**src/mac_cfg.svh**
```systemverilog
// Offsets, field positions, reset values, opcodes and cycle counts of the multiply-accumulate unit
`ifndef MAC_CFG_SVH
`define MAC_CFG_SVH

// ----------------------------------------------------------------
// Register offsets
// ----------------------------------------------------------------
`define MAC_OFS_PRIMARY_LOW     8'hE0
`define MAC_OFS_FIRST_HIGH      8'hE1
`define MAC_OFS_SP_CONFIG       8'hE2
`define MAC_OFS_WINDOW_LOW      8'hE4
`define MAC_OFS_WINDOW_HIGH     8'hE5
`define MAC_OFS_SECONDARY_LOW   8'hF0
`define MAC_OFS_SECOND_HIGH     8'hF7

// ----------------------------------------------------------------
// Reset values and the configuration write mask
// ----------------------------------------------------------------
`define MAC_RST_BYTE            8'h00
`define MAC_RST_SUM             40'h00_0000_0000
`define MAC_CFG_WRITE_MASK      8'h7F

// ----------------------------------------------------------------
// Configuration field positions
// ----------------------------------------------------------------
`define MAC_WSEL_MSB            6
`define MAC_WSEL_LSB            5
`define MAC_SIGNED_SECOND_BIT   4
`define MAC_SIGNED_FIRST_BIT    3

// ----------------------------------------------------------------
// Opcodes: extended ones follow the prefix byte, the byte product does not
// ----------------------------------------------------------------
`define MAC_OPC_MULTIPLY_ADD    8'hA4
`define MAC_OPC_CLEAR_SUM       8'hE4
`define MAC_OPC_LEFT_SHIFT      8'h23
`define MAC_OPC_RIGHT_SHIFT     8'h03
`define MAC_OPC_BYTE_PRODUCT    8'hA4

// ----------------------------------------------------------------
// Cycle counts of each operation and the multiply-add step that updates the sum
// ----------------------------------------------------------------
`define MAC_CYC_MULTIPLY_ADD    4'h9
`define MAC_CYC_CLEAR_SUM       4'h2
`define MAC_CYC_SHIFT           4'h2
`define MAC_CYC_BYTE_PRODUCT    4'h2
`define MAC_CYC_ADD_STEP        4'h4

`endif

```
**src/mac_pkg.sv**
```systemverilog
// Types shared by the multiply-accumulate unit
package mac_pkg;

  // ----------------------------------------------------------------
  // Sequencer states, Gray coded along idle-mac-byte-clear-shift
  // ----------------------------------------------------------------
  typedef enum logic [2:0] {
    MAC_ST_IDLE  = 3'b000,
    MAC_ST_MAC   = 3'b001,
    MAC_ST_BYTE  = 3'b011,
    MAC_ST_CLEAR = 3'b010,
    MAC_ST_SHIFT = 3'b110
  } mac_state_t;

  typedef enum logic {
    MAC_DIR_LEFT  = 1'b0,
    MAC_DIR_RIGHT = 1'b1
  } mac_dir_t;

endpackage

```
**src/mac_unit.sv**
```systemverilog
// Multiply-accumulate datapath with its operand, configuration and window registers
`timescale 1ns/1ps
`default_nettype none
`include "mac_cfg.svh"

module mac_unit
  import mac_pkg::*;
(
  input  wire logic        i_sys_clk,
  input  wire logic        i_rstn,
  // Register port from the core
  input  wire logic [7:0]  i_sfr_addr,
  input  wire logic        i_sfr_wr,
  input  wire logic [7:0]  i_sfr_wdata,
  input  wire logic        i_sfr_rd,
  output logic      [7:0]  o_sfr_rdata,
  output logic             o_sfr_hit,
  // Operation requests from the core
  input  wire logic        i_op_valid,
  input  wire logic        i_op_prefixed,
  input  wire logic [7:0]  i_op_code,
  output logic             o_op_busy,
  output logic             o_op_done,
  // Status word flags
  input  wire logic        i_wrap_clr,
  output logic             o_carry,
  output logic             o_carry_valid,
  output logic             o_twos_wrap_flag,
  // Configuration byte for neighbouring logic
  output logic      [7:0]  o_signal_proc_config
);

  // ----------------------------------------------------------------
  // Helpers
  // ----------------------------------------------------------------
  function automatic logic [31:0] place_partial(input logic [17:0] p, input logic [4:0] sh);
    logic [31:0] w;
    w = {{14{p[17]}}, p};
    return w << sh;
  endfunction

  function automatic logic [39:0] set_byte(input logic [39:0] s, input logic [2:0] idx, input logic [7:0] v);
    logic [39:0] r;
    r = s;
    r[{idx, 3'b000} +: 8] = v;
    return r;
  endfunction

  function automatic logic [3:0] op_length(input mac_state_t st);
    logic [3:0] n;
    n = 4'h1;
    case (st)
      MAC_ST_MAC:   n = `MAC_CYC_MULTIPLY_ADD;
      MAC_ST_BYTE:  n = `MAC_CYC_BYTE_PRODUCT;
      MAC_ST_CLEAR: n = `MAC_CYC_CLEAR_SUM;
      MAC_ST_SHIFT: n = `MAC_CYC_SHIFT;
      default:      n = 4'h1;
    endcase
    return n;
  endfunction

  // ----------------------------------------------------------------
  // Storage
  // ----------------------------------------------------------------
  logic [7:0]  primary_low_ff;
  logic [7:0]  first_high_ff;
  logic [7:0]  secondary_low_ff;
  logic [7:0]  second_high_ff;
  logic [7:0]  config_ff;
  logic [39:0] sum_ff;
  logic [31:0] prod_ff;
  logic [3:0]  cnt_ff;
  mac_state_t  state_ff;
  mac_state_t  nxt_state;
  mac_dir_t    dir_ff;
  logic        carry_ff;
  logic        carry_valid_ff;
  logic        wrap_ff;
  logic [7:0]  rdata_ff;
  logic        hit_ff;

  logic [1:0]  window_sel;
  logic        signed_first_sel;
  logic        signed_second_sel;
  logic [2:0]  win_low_index;
  logic [7:0]  win_low_byte;
  logic [7:0]  win_high_byte;
  logic        last_cycle;
  logic        take_op;
  logic [7:0]  mul_a;
  logic [7:0]  mul_b;
  logic        mul_a_signed;
  logic        mul_b_signed;
  logic [17:0] mul_p;
  logic [4:0]  pp_shift;
  logic [31:0] pp_placed;
  logic [40:0] sum_ext;
  logic        wr_win_low;
  logic        wr_win_high;

  assign window_sel        = config_ff[`MAC_WSEL_MSB:`MAC_WSEL_LSB];
  assign signed_first_sel  = config_ff[`MAC_SIGNED_FIRST_BIT];
  assign signed_second_sel = config_ff[`MAC_SIGNED_SECOND_BIT];

  // ----------------------------------------------------------------
  // Sequencer
  // ----------------------------------------------------------------
  assign last_cycle = (state_ff != MAC_ST_IDLE) && (cnt_ff == op_length(state_ff) - 4'h1);
  assign take_op    = i_op_valid && (state_ff == MAC_ST_IDLE);

  always_comb begin
    nxt_state = state_ff;
    case (state_ff)
      MAC_ST_IDLE: begin
        if (take_op) begin
          if (i_op_prefixed) begin
            case (i_op_code)
              `MAC_OPC_MULTIPLY_ADD: nxt_state = MAC_ST_MAC;
              `MAC_OPC_CLEAR_SUM:    nxt_state = MAC_ST_CLEAR;
              `MAC_OPC_LEFT_SHIFT:   nxt_state = MAC_ST_SHIFT;
              `MAC_OPC_RIGHT_SHIFT:  nxt_state = MAC_ST_SHIFT;
              default:               nxt_state = MAC_ST_IDLE;
            endcase
          end else if (i_op_code == `MAC_OPC_BYTE_PRODUCT) begin
            nxt_state = MAC_ST_BYTE;
          end
        end
      end
      MAC_ST_MAC, MAC_ST_BYTE, MAC_ST_CLEAR, MAC_ST_SHIFT: begin
        if (last_cycle) begin
          nxt_state = MAC_ST_IDLE;
        end
      end
      default: nxt_state = MAC_ST_IDLE;
    endcase
  end

  always_ff @(posedge i_sys_clk or negedge i_rstn) begin
    if (!i_rstn) begin
      state_ff <= MAC_ST_IDLE;
    end else begin
      state_ff <= nxt_state;
    end
  end

  always_ff @(posedge i_sys_clk or negedge i_rstn) begin
    if (!i_rstn) begin
      cnt_ff <= 4'h0;
    end else if (state_ff == MAC_ST_IDLE || last_cycle) begin
      cnt_ff <= 4'h0;
    end else begin
      cnt_ff <= cnt_ff + 4'h1;
    end
  end

  always_ff @(posedge i_sys_clk or negedge i_rstn) begin
    if (!i_rstn) begin
      dir_ff <= MAC_DIR_LEFT;
    end else if (take_op) begin
      dir_ff <= (i_op_code == `MAC_OPC_RIGHT_SHIFT) ? MAC_DIR_RIGHT : MAC_DIR_LEFT;
    end
  end

  assign o_op_busy = (state_ff != MAC_ST_IDLE);
  assign o_op_done = last_cycle;

  // ----------------------------------------------------------------
  // Shared byte multiplier and partial products
  // ----------------------------------------------------------------
  // One byte multiplier is reused for both operations, which is why the 16x16 product takes four steps
  always_comb begin
    mul_a        = primary_low_ff;
    mul_b        = secondary_low_ff;
    mul_a_signed = 1'b0;
    mul_b_signed = 1'b0;
    pp_shift     = 5'd0;
    if (state_ff == MAC_ST_MAC) begin
      case (cnt_ff[1:0])
        2'b00: begin
          pp_shift = 5'd0;
        end
        2'b01: begin
          mul_a        = first_high_ff;
          mul_a_signed = 1'b1;
          pp_shift     = 5'd8;
        end
        2'b10: begin
          mul_b        = second_high_ff;
          mul_b_signed = 1'b1;
          pp_shift     = 5'd8;
        end
        default: begin
          mul_a        = first_high_ff;
          mul_b        = second_high_ff;
          mul_a_signed = 1'b1;
          mul_b_signed = 1'b1;
          pp_shift     = 5'd16;
        end
      endcase
    end else begin
      mul_a_signed = signed_first_sel;
      mul_b_signed = signed_second_sel;
    end
  end

  mac_byte_mult u_byte_mult (
    .i_a        (mul_a),
    .i_a_signed (mul_a_signed),
    .i_b        (mul_b),
    .i_b_signed (mul_b_signed),
    .o_product  (mul_p)
  );

  assign pp_placed = place_partial(mul_p, pp_shift);

  always_ff @(posedge i_sys_clk or negedge i_rstn) begin
    if (!i_rstn) begin
      prod_ff <= 32'h0000_0000;
    end else if (state_ff == MAC_ST_MAC && cnt_ff < `MAC_CYC_ADD_STEP) begin
      prod_ff <= (cnt_ff == 4'h0) ? pp_placed : prod_ff + pp_placed;
    end
  end

  // ----------------------------------------------------------------
  // Forty-bit sum
  // ----------------------------------------------------------------
  assign sum_ext = {sum_ff[39], sum_ff} + {{9{prod_ff[31]}}, prod_ff};

  mac_window u_window (
    .i_sum       (sum_ff),
    .i_sel       (window_sel),
    .o_low_index (win_low_index),
    .o_low_byte  (win_low_byte),
    .o_high_byte (win_high_byte)
  );

  assign wr_win_low  = i_sfr_wr && (i_sfr_addr == `MAC_OFS_WINDOW_LOW);
  assign wr_win_high = i_sfr_wr && (i_sfr_addr == `MAC_OFS_WINDOW_HIGH);

  // A running operation owns the sum; a window write in the same cycle is dropped
  always_ff @(posedge i_sys_clk or negedge i_rstn) begin
    if (!i_rstn) begin
      sum_ff <= `MAC_RST_SUM;
    end else if (state_ff == MAC_ST_MAC && cnt_ff == `MAC_CYC_ADD_STEP) begin
      sum_ff <= sum_ext[39:0];
    end else if (state_ff == MAC_ST_CLEAR && cnt_ff == 4'h0) begin
      sum_ff <= `MAC_RST_SUM;
    end else if (state_ff == MAC_ST_SHIFT && cnt_ff == 4'h0) begin
      if (dir_ff == MAC_DIR_RIGHT) begin
        sum_ff <= {sum_ff[39], sum_ff[39:1]};
      end else begin
        sum_ff <= {sum_ff[38:0], 1'b0};
      end
    end else if (state_ff == MAC_ST_IDLE && wr_win_low) begin
      sum_ff <= set_byte(sum_ff, win_low_index, i_sfr_wdata);
    end else if (state_ff == MAC_ST_IDLE && wr_win_high) begin
      sum_ff <= set_byte(sum_ff, win_low_index + 3'd1, i_sfr_wdata);
    end
  end

  // ----------------------------------------------------------------
  // Status flags
  // ----------------------------------------------------------------
  always_ff @(posedge i_sys_clk or negedge i_rstn) begin
    if (!i_rstn) begin
      carry_ff       <= 1'b0;
      carry_valid_ff <= 1'b0;
    end else if (state_ff == MAC_ST_MAC && cnt_ff == `MAC_CYC_ADD_STEP) begin
      carry_ff       <= sum_ext[39];
      carry_valid_ff <= 1'b1;
    end else begin
      carry_valid_ff <= 1'b0;
    end
  end

  // Overflow shows as a mismatch between the guard bit and the sign bit
  always_ff @(posedge i_sys_clk or negedge i_rstn) begin
    if (!i_rstn) begin
      wrap_ff <= 1'b0;
    end else if (state_ff == MAC_ST_MAC && cnt_ff == `MAC_CYC_ADD_STEP && (sum_ext[40] ^ sum_ext[39])) begin
      wrap_ff <= 1'b1;
    end else if (i_wrap_clr) begin
      wrap_ff <= 1'b0;
    end
  end

  assign o_carry          = carry_ff;
  assign o_carry_valid    = carry_valid_ff;
  assign o_twos_wrap_flag = wrap_ff;

  // ----------------------------------------------------------------
  // Operand registers
  // ----------------------------------------------------------------
  // The byte product writes its result back, high byte to the secondary register
  always_ff @(posedge i_sys_clk or negedge i_rstn) begin
    if (!i_rstn) begin
      primary_low_ff   <= `MAC_RST_BYTE;
      secondary_low_ff <= `MAC_RST_BYTE;
    end else if (state_ff == MAC_ST_BYTE && cnt_ff == 4'h0) begin
      primary_low_ff   <= mul_p[7:0];
      secondary_low_ff <= mul_p[15:8];
    end else if (state_ff == MAC_ST_IDLE && i_sfr_wr) begin
      if (i_sfr_addr == `MAC_OFS_PRIMARY_LOW) begin
        primary_low_ff <= i_sfr_wdata;
      end
      if (i_sfr_addr == `MAC_OFS_SECONDARY_LOW) begin
        secondary_low_ff <= i_sfr_wdata;
      end
    end
  end

  always_ff @(posedge i_sys_clk or negedge i_rstn) begin
    if (!i_rstn) begin
      first_high_ff  <= `MAC_RST_BYTE;
      second_high_ff <= `MAC_RST_BYTE;
    end else if (state_ff == MAC_ST_IDLE && i_sfr_wr) begin
      if (i_sfr_addr == `MAC_OFS_FIRST_HIGH) begin
        first_high_ff <= i_sfr_wdata;
      end
      if (i_sfr_addr == `MAC_OFS_SECOND_HIGH) begin
        second_high_ff <= i_sfr_wdata;
      end
    end
  end

  // Configuration may change mid-operation; the multiply-add ignores the sign selects anyway
  always_ff @(posedge i_sys_clk or negedge i_rstn) begin
    if (!i_rstn) begin
      config_ff <= `MAC_RST_BYTE;
    end else if (i_sfr_wr && i_sfr_addr == `MAC_OFS_SP_CONFIG) begin
      config_ff <= i_sfr_wdata & `MAC_CFG_WRITE_MASK;
    end
  end

  assign o_signal_proc_config = config_ff;

  // ----------------------------------------------------------------
  // Register read
  // ----------------------------------------------------------------
  always_ff @(posedge i_sys_clk or negedge i_rstn) begin
    if (!i_rstn) begin
      rdata_ff <= `MAC_RST_BYTE;
      hit_ff   <= 1'b0;
    end else if (i_sfr_rd) begin
      hit_ff <= 1'b1;
      case (i_sfr_addr)
        `MAC_OFS_PRIMARY_LOW:   rdata_ff <= primary_low_ff;
        `MAC_OFS_FIRST_HIGH:    rdata_ff <= first_high_ff;
        `MAC_OFS_SP_CONFIG:     rdata_ff <= config_ff;
        `MAC_OFS_WINDOW_LOW:    rdata_ff <= win_low_byte;
        `MAC_OFS_WINDOW_HIGH:   rdata_ff <= win_high_byte;
        `MAC_OFS_SECONDARY_LOW: rdata_ff <= secondary_low_ff;
        `MAC_OFS_SECOND_HIGH:   rdata_ff <= second_high_ff;
        default: begin
          rdata_ff <= `MAC_RST_BYTE;
          hit_ff   <= 1'b0;
        end
      endcase
    end else begin
      rdata_ff <= `MAC_RST_BYTE;
      hit_ff   <= 1'b0;
    end
  end

  assign o_sfr_rdata = rdata_ff;
  assign o_sfr_hit   = hit_ff;

endmodule // mac_unit

`default_nettype wire

```
**src/mac_byte_mult.sv**
```systemverilog
// Eight-by-eight multiplier with independent signed or unsigned operands
`timescale 1ns/1ps
`default_nettype none

module mac_byte_mult
  import mac_pkg::*;
(
  input  wire logic [7:0]  i_a,
  input  wire logic        i_a_signed,
  input  wire logic [7:0]  i_b,
  input  wire logic        i_b_signed,
  output logic      [17:0] o_product
);

  logic signed [8:0]  a_ext;
  logic signed [8:0]  b_ext;
  logic signed [17:0] prod;

  // A ninth bit turns each operand signed or unsigned on its own
  assign a_ext     = $signed({i_a_signed & i_a[7], i_a});
  assign b_ext     = $signed({i_b_signed & i_b[7], i_b});
  assign prod      = a_ext * b_ext;
  assign o_product = prod;

endmodule // mac_byte_mult

`default_nettype wire

```
**src/mac_window.sv**
```systemverilog
// Sliding sixteen-bit view onto the forty-bit sum
`timescale 1ns/1ps
`default_nettype none

module mac_window
  import mac_pkg::*;
(
  input  wire logic [39:0] i_sum,
  input  wire logic [1:0]  i_sel,
  output logic      [2:0]  o_low_index,
  output logic      [7:0]  o_low_byte,
  output logic      [7:0]  o_high_byte
);

  // Select n shows bytes n+1:n, so 10 lands on the upper 1.15 half after one left shift
  assign o_low_index = {1'b0, i_sel};
  assign o_low_byte  = i_sum[{i_sel, 3'b000} +: 8];
  assign o_high_byte = i_sum[{i_sel, 3'b000} + 6'd8 +: 8];

endmodule // mac_window

`default_nettype wire

```
**config.mk**
```make
export PLATFORM = sky130hd
export DESIGN_NAME = mac_unit
export DESIGN_NICKNAME = d
export VERILOG_FILES = /design/src/mac_pkg.sv /design/src/mac_unit.sv /design/src/mac_byte_mult.sv /design/src/mac_window.sv
export VERILOG_INCLUDE_DIRS = /design/src /design/src/src
export SDC_FILE = /design/constraint.sdc
export NUM_CORES = 1
export LEC_CHECK = 0
export BUFFER_PORTS_ARGS = -buffer_cell sky130_fd_sc_hd__buf_2
export CAP_MARGIN = 20
export CORE_MARGIN = 2
export CORE_UTILIZATION = 60
export CTS_CLUSTER_DIAMETER = 60
export CTS_CLUSTER_SIZE = 40
export DETAILED_ROUTE_END_ITERATION = 12
export PLACE_DENSITY_LB_ADDON = 0.25
export SYNTH_ARGS = -nofsm -noshare
export SYNTH_HDL_FRONTEND = slang
export SYNTH_SLANG_ARGS = --single-unit
export TNS_END_PERCENT = 5
```
**constraint.sdc**
```tcl
create_clock -name i_sys_clk -period 10.4 [get_ports i_sys_clk]
set_clock_uncertainty 0.15 [all_clocks]
set_input_delay 1.04 -clock i_sys_clk [delete_from_list [all_inputs] [get_ports i_sys_clk]]
set_output_delay 1.04 -clock i_sys_clk [all_outputs]
set_load 0.05 [all_outputs]
```
==> summary.txt <==
FINAL LAYOUT
---------------------------------------------------------------------------
Fraction of final layout cells sized beyond drive strength 1          10.9%
Antenna cells                                                             0
Area Overhead vs Synth                                                7.40%
Core Util, Final                                                      65.8%
Final Net Count                                                        2010

TIMING
---------------------------------------------------------------------------
Smallest hold slack                                                0.322 ns
Setup TNS                                                              0 ns
Worst slew slack as a fraction of its limit                           23.3%
Final critical-path share of the clock period                         94.5%
Worst slew pin tran                                                 1.15 ns
Peak Freq                                                           102 MHz
Total count of hold-check failures in the final report                    0
Time the worst path needs with I/O delays and setup                 9.83 ns
Final slew viol count                                                     0
Setup repair after global routing missed its margin                      no
Endpoints failing setup                                                   0

PLACED DESIGN
---------------------------------------------------------------------------
Count of buffers inserted at the top-level ports                         51
GPL Wtd Cong                                                          0.972
HPWL after detailed placement                                      33400 µm

CLOCK NETWORK
---------------------------------------------------------------------------
Quantity of hold-fixing buffers added after cts                           0
Clock tree sinks                                                        131
Number of CTS-inserted buffers                                           17
Clk pin slew, worst setup/hold paths                                0.07 ns
Clock latency at the later pin of the worst-skew pair               0.44 ns
Maximum clock insertion buffer count                                      2
CTS tree                                                               done
CTS Root Buffer Type                                           sky130_fd_sc_hd__clkbuf_16
Number of levels in the clock H-tree                                      4

FLOORPLAN
---------------------------------------------------------------------------
Initial Util                                                          61.3%
# rows                                                                   57
Die height                                                           162 µm
Die span in x                                                        162 µm
Overall die area                                                  26200 µm²
Core area                                                         24400 µm²
I/O pin count                                                            53

SETUP PATH
---------------------------------------------------------------------------
Critical path start-end classification                         flip-flop to flip-flop
Setup slack of the most critical reg-to-reg path                    0.57 ns
Type of element launching the critical path                       flip-flop
Data arrival time of the worst path                                10.05 ns
Biggest cell delay along the critical path                          0.61 ns
Slowest cell on crit path                                      sky130_fd_sc_hd__or3b_1
Crit path top cell by count                                    sky130_fd_sc_hd__fa_1
Category of the worst setup path capture point                    flip-flop
Peak fanout along the critical path                                      11
Required time of the worst setup path                              10.62 ns

LOGIC SYNTHESIS
---------------------------------------------------------------------------
Top cell type's share of synthesized area                             21.9%
Synth unique cells                                                       90
Post-Synthesis Cells                                                   1764
Area of the mapped netlist                                        14900 µm²
Post-synthesis cell type with the largest combined area        sky130_fd_sc_hd__dfrtp_1
Count of flip-flops with a built-in enable after synthesis                0
Dominant cells by area after synthesis                         sky130_fd_sc_hd__dfrtp_1 22%, sky130_fd_sc_hd__ha_1 10%, sky130_fd_sc_hd__fa_1 9.6%
Post-synthesis sequential area ratio                                  21.9%
FF+latch count, synth                                                   131
Mean cell area of the mapped netlist                               8.47 µm²
Main flop type after synthesis                                 sky130_fd_sc_hd__dfrtp_1
Net count after synthesis                                              1990
Async S/R FF share, synth                                              100%
Total number of yosys warnings                                            0

JOB
---------------------------------------------------------------------------
Max-cap violations                                                        0

GRT
---------------------------------------------------------------------------
Number of global-route vias before repair                             12995
Global-route wire length before repair                             70000 µm
Antenna violations before repair                                          0
Largest net degree at the start of global routing                        74
Grt total ovfl                                                            0
Aggregate global-route resource usage                                 33.8%

HOLD PATH
---------------------------------------------------------------------------
Min-delay worst type                                           flip-flop to flip-flop

DRT
---------------------------------------------------------------------------
First-pass detailed-route iteration total                                 5
Total Routed Length                                                43900 µm
Starting DRT DRC Count                                                 1626
Residual DRC count                                                        0
Wirelength per Cell                                                 20.7 µm
Via count                                                             13739
Remaining antenna violation count                                         0
Post-detailed-route via-to-cell ratio                                  6.48

OUTCOME
---------------------------------------------------------------------------
Status                                                         finished, final reports clean

-- per-stage QoR --
stage	cells	instance area (µm²)	setup WS [ns]
final	2121	16000	0.567
after global placement	2085	15400	0.761
after global routing	2121	16000	0.0436
after detailed placement	2085	15400	0.461
after CTS	2117	16000	0.422
after floorplan	1764	14900	1.51
-- synthesized netlist by cell type (20+ instances only) --
cell type	n
sky130_fd_sc_hd__a21o_1	52
sky130_fd_sc_hd__a21oi_1	150
sky130_fd_sc_hd__a22oi_1	36
sky130_fd_sc_hd__a31oi_1	28
sky130_fd_sc_hd__and3_1	21
sky130_fd_sc_hd__clkbuf_1	52
sky130_fd_sc_hd__dfrtp_1	131
sky130_fd_sc_hd__fa_1	72
sky130_fd_sc_hd__ha_1	123
sky130_fd_sc_hd__inv_1	114
sky130_fd_sc_hd__mux2_2	42
sky130_fd_sc_hd__mux2i_1	87
sky130_fd_sc_hd__nand2_1	169
sky130_fd_sc_hd__nand2b_1	22
sky130_fd_sc_hd__nand3_1	37
sky130_fd_sc_hd__nor2_1	169
sky130_fd_sc_hd__nor2b_1	20
sky130_fd_sc_hd__nor3_1	22
sky130_fd_sc_hd__o21ai_0	79
sky130_fd_sc_hd__o22ai_1	38
sky130_fd_sc_hd__xnor2_1	46
sky130_fd_sc_hd__xor2_1	38
-- worst max-delay path, delay by kind of cell, from the launching register on --
family                   cells  cell delay [ns]
adder cells (fa/ha/maj)      7             3.38
AND/OR/NAND/NOR              8             2.76
AO/OA/AOI/OAI               10             1.76
multiplexers                 2             0.70
flip-flops                   1             0.51
XOR/XNOR                     1             0.34
buffers and inverters        3             0.16
-- flip-flops by register name, indices dropped and copies added (netlist names), 7 cells and up --
| register | cells |
|---|---|
| sum_ff | 40 |
| o_sfr_rdata | 8 |
| first_high_ff | 8 |
| primary_low_ff | 8 |
| o_signal_proc_config | 7 |
| secondary_low_ff | 8 |
| second_high_ff | 8 |
| prod_ff | 32 |
-- cells by family after synthesis --
group,Yosys count,share of synthesized area (%)
flops,131,21.9
fa+ha+maj,195,19.9
mux,132,9.32
simple gates,527,16.7
buf+inv,188,5.01
compound gates,506,22.1
other cells,1,0.0251
xor+xnor,84,4.92
-- routing by layer --
metal	global-route usage [%]	vias up	part of all wire (%)
li1	-	6343	-
met1	48.2	6623	44
met2	51.5	660	44
met3	6.54	113	8.7
met4	12.3	0	3.7
met5	0	-	0
-- placed cells by master (no fill, tap or decap), types with 42 or more instances in the layout --
cell,count
sky130_fd_sc_hd__nand2_1,169
sky130_fd_sc_hd__nor2_1,168
sky130_fd_sc_hd__a21oi_1,150
sky130_fd_sc_hd__dfrtp_1,130
sky130_fd_sc_hd__ha_1,123
sky130_fd_sc_hd__inv_1,114
sky130_fd_sc_hd__mux2i_1,86
sky130_fd_sc_hd__o21ai_0,79
sky130_fd_sc_hd__fa_1,72
sky130_fd_sc_hd__a21o_1,52
sky130_fd_sc_hd__buf_2,50
sky130_fd_sc_hd__xnor2_1,46
sky130_fd_sc_hd__mux2_2,42
-- final timing paths --
path	start	endpoint	cells past startpoint
worst max register to register	state_ff[2]	prod_ff[31]	31
worst min-delay path	o_carry	o_carry	2
max in group asynchronous	i_rstn	dir_ff	2
min in group asynchronous	i_rstn	sum_ff[30]	1
worst max-delay path	state_ff[2]	prod_ff[31]	31
worst min register to register	o_carry	o_carry	2
-- final cells by class --
class	instances	area [µm²]
inverter	117	439
tap	324	405
fill	2069	8340
multi-input combinational	1445	10900
clock buffer	17	425
sequential	131	3280
clock inverter	15	141
timing repair buffer	72	425
-- repair_timing --
item | 4_1_cts | 5_1_grt
endpoints found under the setup margin | 0 | 4
setup buffers | 0 | 2
resized for setup | 0 | 3
Power is left out: the tool's default activity adds up to more than one toggle a clock period on the data nets, which glitch-free logic cannot reach.
